==> config.mk <==
export PLATFORM = sky130hd
export DESIGN_NAME = implied_mode_bus_cycle_sequencer
export DESIGN_NICKNAME = d
export VERILOG_FILES = /design/src/hdl/implied_seq_pkg.sv /design/src/hdl/implied_mode_bus_cycle_sequencer.sv
export VERILOG_INCLUDE_DIRS = /design/src /design/src/hdl
export SDC_FILE = /design/constraint.sdc
export NUM_CORES = 1
export LEC_CHECK = 0
export ABC_AREA = 1
export BUFFER_PORTS_ARGS = -buffer_cell sky130_fd_sc_hd__buf_2
export CAP_MARGIN = 5
export CORE_MARGIN = 3
export CORE_UTILIZATION = 30
export CTS_CLUSTER_SIZE = 30
export DETAILED_ROUTE_END_ITERATION = 8
export GPL_ROUTABILITY_DRIVEN = 0
export PLACE_DENSITY = 0.43
export SLEW_MARGIN = 20
export SYNTH_ARGS = -nofsm -noshare
export SYNTH_HDL_FRONTEND = slang
export SYNTH_SLANG_ARGS = --single-unit
==> constraint.sdc <==
create_clock -name clk -period 3.88 [get_ports clk]
set_clock_uncertainty 0.05 [all_clocks]
set_input_delay 0.194 -clock clk [delete_from_list [all_inputs] [get_ports clk]]
set_output_delay 0.194 -clock clk [all_outputs]
set_load 0.05 [all_outputs]
==> src/hdl/implied_seq_regs.svh <==
// Constants for the implied-mode bus cycle sequencer.
// Assumes inclusion by the sequencer and the bench only.
`ifndef IMPLIED_SEQ_REGS_SVH
`define IMPLIED_SEQ_REGS_SVH

// ----------------------------------------------------------------------------
// Fixed bus address and wait-frame stack offset
// ----------------------------------------------------------------------------
`define DUMMY_ADDR        16'hFFFF
`define WAIT_SP_OFFSET    16'h0007

// ----------------------------------------------------------------------------
// Reset values of the programmer registers
// ----------------------------------------------------------------------------
`define RST_PC            16'h0000
`define RST_SP            16'h00FF
`define RST_X             16'h0000
`define RST_ACC           8'h00
`define RST_CCR           8'h00

// ----------------------------------------------------------------------------
// Cycle counts per opcode class
// ----------------------------------------------------------------------------
`define CYC_INH           4'h2
`define CYC_SHORT         4'h3
`define CYC_PULL_ACC      4'h4
`define CYC_PUSH_X        4'h4
`define CYC_PULL_X        4'h5
`define CYC_RETURN        4'h5
`define CYC_WAIT          4'h9

`endif

==> src/hdl/implied_seq_pkg.sv <==
// Types shared by the implied-mode bus cycle sequencer and its bench.
// Assumes the constant header sits beside this file.
package implied_seq_pkg;

  typedef enum logic [3:0] {
    CL_INHERENT  = 4'h0,  // two-cycle register-only ops
    CL_IRR_FFFF  = 4'h1,  // add_b_to_index_op, double_acc_shift_left/right_op
    CL_SP_INC    = 4'h2,  // stack_ptr_increment_op
    CL_SP_DEC    = 4'h3,
    CL_X_INC     = 4'h4,  // index_increment_op
    CL_X_DEC     = 4'h5,  // index_decrement_op
    CL_X_TO_SP   = 4'h6,  // index_to_stack_ptr_op
    CL_SP_TO_X   = 4'h7,  // stack_ptr_to_index_op
    CL_PUSH_A    = 4'h8,  // push_acc_a_op
    CL_PUSH_B    = 4'h9,  // push_acc_b_op
    CL_PULL_A    = 4'hA,  // pull_acc_a_op
    CL_PULL_B    = 4'hB,  // pull_acc_b_op
    CL_PUSH_X    = 4'hC,  // push_index_op
    CL_PULL_X    = 4'hD,  // pull_index_op
    CL_RETURN    = 4'hE,  // subroutine return
    CL_WAIT      = 4'hF   // wait_for_interrupt_op
  } op_class_e;

  typedef enum logic [1:0] {
    PH_RUN  = 2'b00,
    PH_WAIT = 2'b01
  } phase_e;

  typedef struct packed {
    logic [15:0] addr;
    logic        rw;
    logic [7:0]  dout;
    logic        dout_oe_n;
    logic        fetch;
  } bus_s;

  typedef struct packed {
    logic [15:0] pc;
    logic [15:0] sp;
    logic [15:0] x;
    logic [7:0]  a;
    logic [7:0]  b;
    logic [7:0]  ccr;
  } cpu_regs_s;

  typedef struct packed {
    phase_e      phase;
    op_class_e   cls;
    logic [3:0]  cyc;
    logic [7:0]  hold;
    cpu_regs_s   r;
    bus_s        bus;
  } seq_state_s;

endpackage : implied_seq_pkg

==> src/hdl/implied_mode_bus_cycle_sequencer.sv <==
// Bus cycle sequencer for implied-mode opcodes of an 8-bit core.
// Assumes an outside decoder maps the byte on data_in to op_class
// combinationally during every opcode fetch cycle, and a bus whose
// reads have no side effects.
`timescale 1ns/1ps
`default_nettype none
`include "implied_seq_regs.svh"

module implied_mode_bus_cycle_sequencer
  import implied_seq_pkg::*;
(
  input  wire logic      clk,
  input  wire logic      arst_n,
  input  wire logic [7:0] data_in,
  input  var  op_class_e op_class,
  input  wire logic      wake,
  output logic [15:0]    addr,
  output logic           rw,
  output logic [7:0]     data_out,
  output logic           data_oe_n,
  output logic           opcode_fetch,
  output logic           wait_halt,
  output cpu_regs_s      cpu_regs
);

  // --------------------------------------------------------------------------
  // Reset release
  // --------------------------------------------------------------------------
  logic rst_meta_reg;
  logic rst_n_reg;

  always_ff @(posedge clk or negedge arst_n) begin
    if (!arst_n) begin
      rst_meta_reg <= 1'b0;
      rst_n_reg    <= 1'b0;
    end else begin
      rst_meta_reg <= 1'b1;
      rst_n_reg    <= rst_meta_reg;
    end
  end

  // --------------------------------------------------------------------------
  // Helpers
  // --------------------------------------------------------------------------
  function automatic logic [3:0] cycles_of(input op_class_e c);
    unique case (c)
      CL_INHERENT:            cycles_of = `CYC_INH;
      CL_PULL_A, CL_PULL_B:   cycles_of = `CYC_PULL_ACC;
      CL_PUSH_X:              cycles_of = `CYC_PUSH_X;
      CL_PULL_X:              cycles_of = `CYC_PULL_X;
      CL_RETURN:              cycles_of = `CYC_RETURN;
      CL_WAIT:                cycles_of = `CYC_WAIT;
      default:                cycles_of = `CYC_SHORT;
    endcase
  endfunction : cycles_of

  function automatic bus_s rd(input logic [15:0] a, input logic f);
    rd.addr      = a;
    rd.rw        = 1'b1;
    rd.dout      = 8'h00;
    rd.dout_oe_n = 1'b1;
    rd.fetch     = f;
  endfunction : rd

  function automatic bus_s wr(input logic [15:0] a, input logic [7:0] d);
    wr.addr      = a;
    wr.rw        = 1'b0;
    wr.dout      = d;
    wr.dout_oe_n = 1'b0;
    wr.fetch     = 1'b0;
  endfunction : wr

  // --------------------------------------------------------------------------
  // Sequencer state
  // --------------------------------------------------------------------------
  seq_state_s s_reg;
  seq_state_s s_next;

  always_comb begin
    op_class_e   k;
    logic [3:0]  nc;
    logic [15:0] sp;
    logic [15:0] op1;
    logic [15:0] ret;
    s_next = s_reg;
    k      = (s_reg.cyc == 4'h1) ? op_class : s_reg.cls;
    nc     = s_reg.cyc + 4'h1;
    sp     = s_reg.r.sp;
    op1    = s_reg.r.pc + 16'h0001;
    ret    = op1;
    if (s_reg.phase == PH_WAIT) begin
      // Held stacking frame; core halts on repeated reads
      if (wake) begin
        s_next.phase = PH_RUN;
        s_next.cyc   = 4'h1;
        s_next.bus   = rd(s_reg.r.pc, 1'b1);
      end else begin
        // Stack pointer already holds the original value minus seven
        s_next.bus   = rd(sp, 1'b0);
      end
    end else begin
      s_next.cls = k;
      // Data returned by the cycle now ending
      unique case (k)
        CL_PULL_A: if (s_reg.cyc == 4'h4) s_next.r.a = data_in;
        CL_PULL_B: if (s_reg.cyc == 4'h4) s_next.r.b = data_in;
        CL_PULL_X: begin
          if (s_reg.cyc == 4'h4) s_next.r.x[15:8] = data_in;
          if (s_reg.cyc == 4'h5) s_next.r.x[7:0]  = data_in;
        end
        CL_RETURN: begin
          if (s_reg.cyc == 4'h4) s_next.hold = data_in;
          if (s_reg.cyc == 4'h5) ret = {s_reg.hold, data_in};
        end
        default: ;
      endcase
      if (s_reg.cyc == cycles_of(k)) begin
        // Last cycle: commit register effects and fetch the next opcode, or enter the wait phase for CL_WAIT
        unique case (k)
          CL_SP_INC:             s_next.r.sp = sp + 16'h0001;
          CL_SP_DEC:             s_next.r.sp = sp - 16'h0001;
          CL_X_INC:              s_next.r.x  = s_reg.r.x + 16'h0001;
          CL_X_DEC:              s_next.r.x  = s_reg.r.x - 16'h0001;
          CL_X_TO_SP:            s_next.r.sp = s_reg.r.x;
          CL_SP_TO_X:            s_next.r.x  = sp;
          CL_PUSH_A, CL_PUSH_B:  s_next.r.sp = sp - 16'h0001;
          CL_PULL_A, CL_PULL_B:  s_next.r.sp = sp + 16'h0001;
          CL_PUSH_X:             s_next.r.sp = sp - 16'h0002;
          CL_PULL_X, CL_RETURN:  s_next.r.sp = sp + 16'h0002;
          CL_WAIT:               s_next.r.sp = sp - `WAIT_SP_OFFSET;
          default: ;
        endcase
        if (k == CL_WAIT) begin
          s_next.phase = PH_WAIT;
          s_next.r.pc  = op1;
          s_next.bus   = rd(sp - `WAIT_SP_OFFSET, 1'b0);
        end else begin
          s_next.r.pc  = ret;
          s_next.cyc   = 4'h1;
          s_next.bus   = rd(ret, 1'b1);
        end
      end else begin
        s_next.cyc = nc;
        if (nc == 4'h2) begin
          s_next.bus = rd(op1, 1'b0);
        end else begin
          unique case (k)
            CL_IRR_FFFF, CL_X_INC, CL_X_DEC, CL_X_TO_SP:
              s_next.bus = rd(`DUMMY_ADDR, 1'b0);
            CL_SP_INC, CL_SP_DEC, CL_SP_TO_X:
              s_next.bus = rd(sp, 1'b0);
            CL_PUSH_A:
              s_next.bus = wr(sp, s_reg.r.a);
            CL_PUSH_B:
              s_next.bus = wr(sp, s_reg.r.b);
            CL_PULL_A, CL_PULL_B, CL_PULL_X, CL_RETURN:
              s_next.bus = rd(sp + {12'h000, nc} - 16'h0003, 1'b0);
            CL_PUSH_X:
              s_next.bus = (nc == 4'h3) ? wr(sp, s_reg.r.x[7:0])
                                        : wr(sp - 16'h0001, s_reg.r.x[15:8]);
            CL_WAIT: begin
              unique case (nc)
                4'h3:    s_next.bus = wr(sp, op1[7:0]);
                4'h4:    s_next.bus = wr(sp - 16'h0001, op1[15:8]);
                4'h5:    s_next.bus = wr(sp - 16'h0002, s_reg.r.x[7:0]);
                4'h6:    s_next.bus = wr(sp - 16'h0003, s_reg.r.x[15:8]);
                4'h7:    s_next.bus = wr(sp - 16'h0004, s_reg.r.a);
                4'h8:    s_next.bus = wr(sp - 16'h0005, s_reg.r.b);
                default: s_next.bus = wr(sp - 16'h0006, s_reg.r.ccr);
              endcase
            end
            default:
              s_next.bus = rd(op1, 1'b0);
          endcase
        end
      end
    end
  end

  always_ff @(posedge clk or negedge rst_n_reg) begin
    if (!rst_n_reg) begin
      s_reg.phase <= PH_RUN;
      s_reg.cls   <= CL_INHERENT;
      s_reg.cyc   <= 4'h1;
      s_reg.hold  <= 8'h00;
      s_reg.r.pc  <= `RST_PC;
      s_reg.r.sp  <= `RST_SP;
      s_reg.r.x   <= `RST_X;
      s_reg.r.a   <= `RST_ACC;
      s_reg.r.b   <= `RST_ACC;
      s_reg.r.ccr <= `RST_CCR;
      s_reg.bus   <= '{addr: `RST_PC, rw: 1'b1, dout: 8'h00, dout_oe_n: 1'b1, fetch: 1'b1};
    end else begin
      s_reg <= s_next;
    end
  end

  // --------------------------------------------------------------------------
  // Outputs, all from state flops
  // --------------------------------------------------------------------------
  assign addr         = s_reg.bus.addr;
  assign rw           = s_reg.bus.rw;
  assign data_out     = s_reg.bus.dout;
  assign data_oe_n    = s_reg.bus.dout_oe_n;
  assign opcode_fetch = s_reg.bus.fetch;
  assign wait_halt    = (s_reg.phase == PH_WAIT);
  assign cpu_regs     = s_reg.r;

endmodule : implied_mode_bus_cycle_sequencer
`default_nettype wire

* Word-level counts from Yosys, hierarchy flattened
Index checks and enable logic that the tools add are counted.
Widths: inputs -> output; s select.
** Cells by class
- Muxes and demuxes :: 28
- $add $sub $neg :: 15
- Reductions and logical operators :: 18
- Equality and inequality tests :: 29
- Bitwise logic cells :: 1
** Operators with widths (number)
- $pmux 27 s7 :: 1
- $mux 27 :: 6
- $pmux 27 s6 :: 1
- $pmux 16 s6 :: 1
- $mux 16 :: 5
- $sub 16x3->16 const B :: 4
- $add 16x1->16 const B :: 3
- $pmux 16 s3 :: 1
- $sub 16x2->16 const B :: 3
- $eq 4x3->1 const B :: 10
- $eq 4x4->1 const B :: 9
- $sub 16x1->16 const B :: 2
- $mux 4 :: 6
- $add 16x2->16 const B :: 1
- $add 16x4->16 :: 1
- $eq 4x2->1 const B :: 4
- $mux 8 :: 2
- $pmux 4 s4 :: 1
- $reduce_and 3->1 :: 5
- $reduce_or 3->1 :: 4
- $eq 4x1->1 const B :: 2
- $mux 2 :: 4
- $reduce_or 4->1 :: 2
- $reduce_bool 6->1 :: 1
- other kinds (10) :: 12
** Storage, ports and cells
- Bits in registers :: 111
- Output and inout port bits :: 100
- Input port bits :: 15

* Depth between registers and ports, before layout
- Depth in word-level cells :: 9
- Mapped depth :: 23
- Mapped depth without buffers :: 23

* Worst setup path after synthesis
No wires, ideal clock.
- Kind :: reg2reg
- Start :: reg s_reg[107] (netlist bit)
- End :: reg s_reg (netlist bit cpu_regs[38])
- Path buffers :: 1
- Arrival time :: 3074 ps
- Stages on the path, launching flop included :: 22
- Slack :: 639 ps
- Setup time :: 117 ps
- Required time :: 3713 ps
- Cell sequence :: dfstp_2 > ha_1 > buf_2 > nand3_1 > nand2_1 > nand2_2 > inv_1 > nand2_1 > inv_1 > ha_1 > a21oi_1 > nor2_1 > nor2_1 > inv_1 > a21oi_1 > nand3_1 > nand3_1 > nand3_1 > nand2_1 > nand2_1 > nand2_1 > nand2_1
** Between the ends
- Word-level cells in the longest chain between the ends :: 8
- Elaborated cells on any way between the ends :: 22
- Classes of those cells :: eq/ne: 12; mux: 7; reduce/logical: 3
** Ends and longest elaborated chain
- start: declaration :: line implied_mode_bus_cycle_sequencer.sv:76 : seq_state_s s_reg;
- start signal: assignment :: line implied_mode_bus_cycle_sequencer.sv:194 : s_reg <= s_next;
- $eq 4x1->1 :: line implied_mode_bus_cycle_sequencer.sv:86 : k = (s_reg.cyc == 4'h1) ? op_class : s_reg.cls;
- $mux 4 :: line implied_mode_bus_cycle_sequencer.sv:86
- $eq 4x4->1, on equally long branches :: line implied_mode_bus_cycle_sequencer.sv:46, implied_mode_bus_cycle_sequencer.sv:104
- $reduce_or 3->1 (no source line) or $reduce_or 2->1 (tied branches)
- $pmux 4 s4 :: line implied_mode_bus_cycle_sequencer.sv:46 : unique case (c)
- $mux 4 :: line implied_mode_bus_cycle_sequencer.sv:91 : if (s_reg.phase == PH_WAIT) begin
- $eq 4x4->1 :: line implied_mode_bus_cycle_sequencer.sv:117 : if (s_reg.cyc == cycles_of(k)) begin
- $mux 16 * :: line implied_mode_bus_cycle_sequencer.sv:117
Mark *: on every way between the ends. The rest lies on a longest branch, timed or not. The select of a mux whose other input is x is not followed.
A chain may end at the register's enable or synchronous reset.

==> impl_metrics.tcl <==
set metrics [dict create \
    status "complete, no violations" \
    grt_pass1_wl_um 94400 \
    grt_max_degree 64 \
    clk_path_buf_depth 2 \
    syn_area_um2 13300 \
    syn_area_per_cell_um2 6.07 \
    cp-startpoint "s_reg[107]" \
    maxCapViolations 0 \
    cp_num_buf_inv 5 \
    clock.fmax_mhz 276 \
    final_cell_count_no_fill 2818 \
    cp.required_ps 4160 \
    port_buffers 106 \
    worstPathArrival_ps 3900 \
    cts_buffers 9 \
    synth-edff-count 0 \
    drc_errors 0 \
    nFillCells 4940 \
    hold_path.class "input port to async pin" \
    start_util_pct 30.6 \
    synth_top_area_share_pct 19.5 \
    finalCriticalPeriod_ps 3630 \
    firstDrtPassIters 6 \
    worst_path_most_repeated_cell "nand2_1" \
    final_nets 2317 \
    rr_endpoint "addr[8]" \
    regToRegStartpoint "s_reg[107]" \
    grt_pass1_vias 13700 \
    path_delay_family "simple AND/OR/NAND/NOR gates" \
    post_drt_wl_per_cell_um 23.0 \
    ys_ff_latch 109 \
    synth_cells 2191 \
    timing.reg2reg.setup_slack_ps 250 \
    worstSetupPathType "register to register" \
    layout_commonest_cell "nand2_1" \
    placed_cells 2798 \
    crit_path_end_kind "register" \
    htree_num_levels 3 \
    worstPathCellList "buf_4 -> ha_1 -> inv_1 -> nand2_1 -> nand2_1 -> inv_1 -> buf_4 -> nand3_1 -> inv_2 -> nand2_1 -> o21ai_0 -> nor2_1 -> nand3_1 -> nand3_1 -> nand2_1" \
    clk_transition_reported_paths_ps 90 \
    layout_common_cells "692 x nand2_1, 195 x nor2_1, 191 x nand3_1, 190 x inv_1, 173 x o21ai_0" \
    worstPathMaxFanout 13 \
    drtAntennaViolNets 0 \
    overflow 0 \
    die_y_um 217 \
    slew_viol_final 0 \
    diodes 0 \
    antenna_found_initial 1 \
    worst_pin_slew_ps 855 \
    grt.total_usage_pct 27.1 \
    cts_sinks 109 \
    synth-warning-count 0 \
    synthFlopType "dfrtp_1" \
    dp_hpwl_um 51200 \
    dieArea_um2 46900 \
    setup_viol 0 \
    die_w_um 217 \
    reg2regPathDepth 15 \
    detailroute.via_count 15000 \
    cp_slowest_cell "dfstp_2" \
    finalHoldViolCount 0 \
    clock_latency_ps 400 \
    boundaryPins 115 \
    cts_tree "done" \
    syn_to_final_growth_pct 8.82 \
    largest_register_ffs 64 \
    slew_headroom_pct 43.0 \
    avgViaCountPerCell 5.32 \
    drtIter0Drc 1713 \
    seq_area_frac_synth_pct 20.6 \
    root_buffer "clkbuf_16" \
    tns_ps 0 \
    wl_um 64800 \
    core_um2 43500 \
    critical-path-max-stage-delay_ps 550 \
    async_reset_ff_share_pct 100 \
    cp-start-kind "register" \
    placed_cell_area_um2 14100 \
    drive_gt1_share_pct 12.4 \
    synth_area_leaders "nand2_1 20%, dfrtp_1 18%, nand3_1 7.2%" \
    synth_largest_area_cell "nand2_1" \
    rows 76 \
    final_area_um2 14500 \
    period_share_pct 93.5 \
    synthDistinctLibCells 54 \
]
cell usage after synthesis, drive strengths merged (5+ instances only):
master and instances:
a21o 5, a21oi 100, buf 128, clkbuf 42, clkinv 5, dfrtp 98, dfstp 11, ha 71
inv 198, nand2 713, nand3 195, nand3b 9, nand4 26, nor2 205, nor3 19, o211ai 15
o21ai 190, o22ai 40, or2 10, xnor2 8, xor2 71
how the worst max path moves through the flow:
stage	end	slack (ps)	cells after the start
after global routing	cpu_regs[39]	-20	21
final	addr[8]	250	15
after floorplan	addr[0]	590	0
after detailed placement	cpu_regs[38]	70	21
after CTS	cpu_regs[38]	50	21
after global placement	cpu_regs[38]	100	21
metrics by stage:
stage,hold WS (ps),setup slack (ps),util [%]
floorplan,-152,588,-
global placement,-70.4,96.9,32.5
detailed placement,-67.7,71.3,32.5
CTS,35.0,47.4,33.2
global route,66.2,-16.7,33.3
finish,52.9,253,33.3
cell families (layout without fill, tap and decap cells):
| family | Yosys count | after routing | share of synthesized area [%] |
|---|---|---|---|
| compound gates | 372 | 372 | 15.4 |
| xor+xnor | 79 | 79 | 5.20 |
| fa+ha+maj | 74 | 74 | 7.13 |
| buf+inv | 373 | 408 | 13.8 |
| flops | 109 | 109 | 20.6 |
| other cells | 2 | 9 | 0.0564 |
| simple gates | 1182 | 1182 | 37.8 |
layer usage:
layer | track usage, % | part of all wire [%] | vias to the layer above
li1 | - | - | 7108
met1 | 38.9 | 45 | 7135
met2 | 41.5 | 44 | 641
met3 | 3.28 | 7.1 | 96
met4 | 10.6 | 4.0 | 2
met5 | 0 | 0.011 | -
area by class of cell:
cell class / instances / area (um^2) / share of cell area, %
multi-input cells: 1716 / 8760 / 60.5
flip-flops and latches: 109 / 2750 / 19.0
repair buffers: 189 / 1170 / 8.07
inverters: 203 / 768 / 5.30
well taps: 585 / 732 / 5.05
clock buffers: 9 / 225 / 1.56
clock inverters: 7 / 80.1 / 0.553
repair_timing:
item | CTS | global route
hold endpoints to repair | 2 | 0
hold buffers | 1 | 0
endpoints found under the setup margin | 0 | 11
gates resized for setup | 0 | 2
setup buffers | 0 | 3
Power is left out: the tool's default activity adds up to more than one toggle a clock period on the data nets, which glitch-free logic cannot reach.
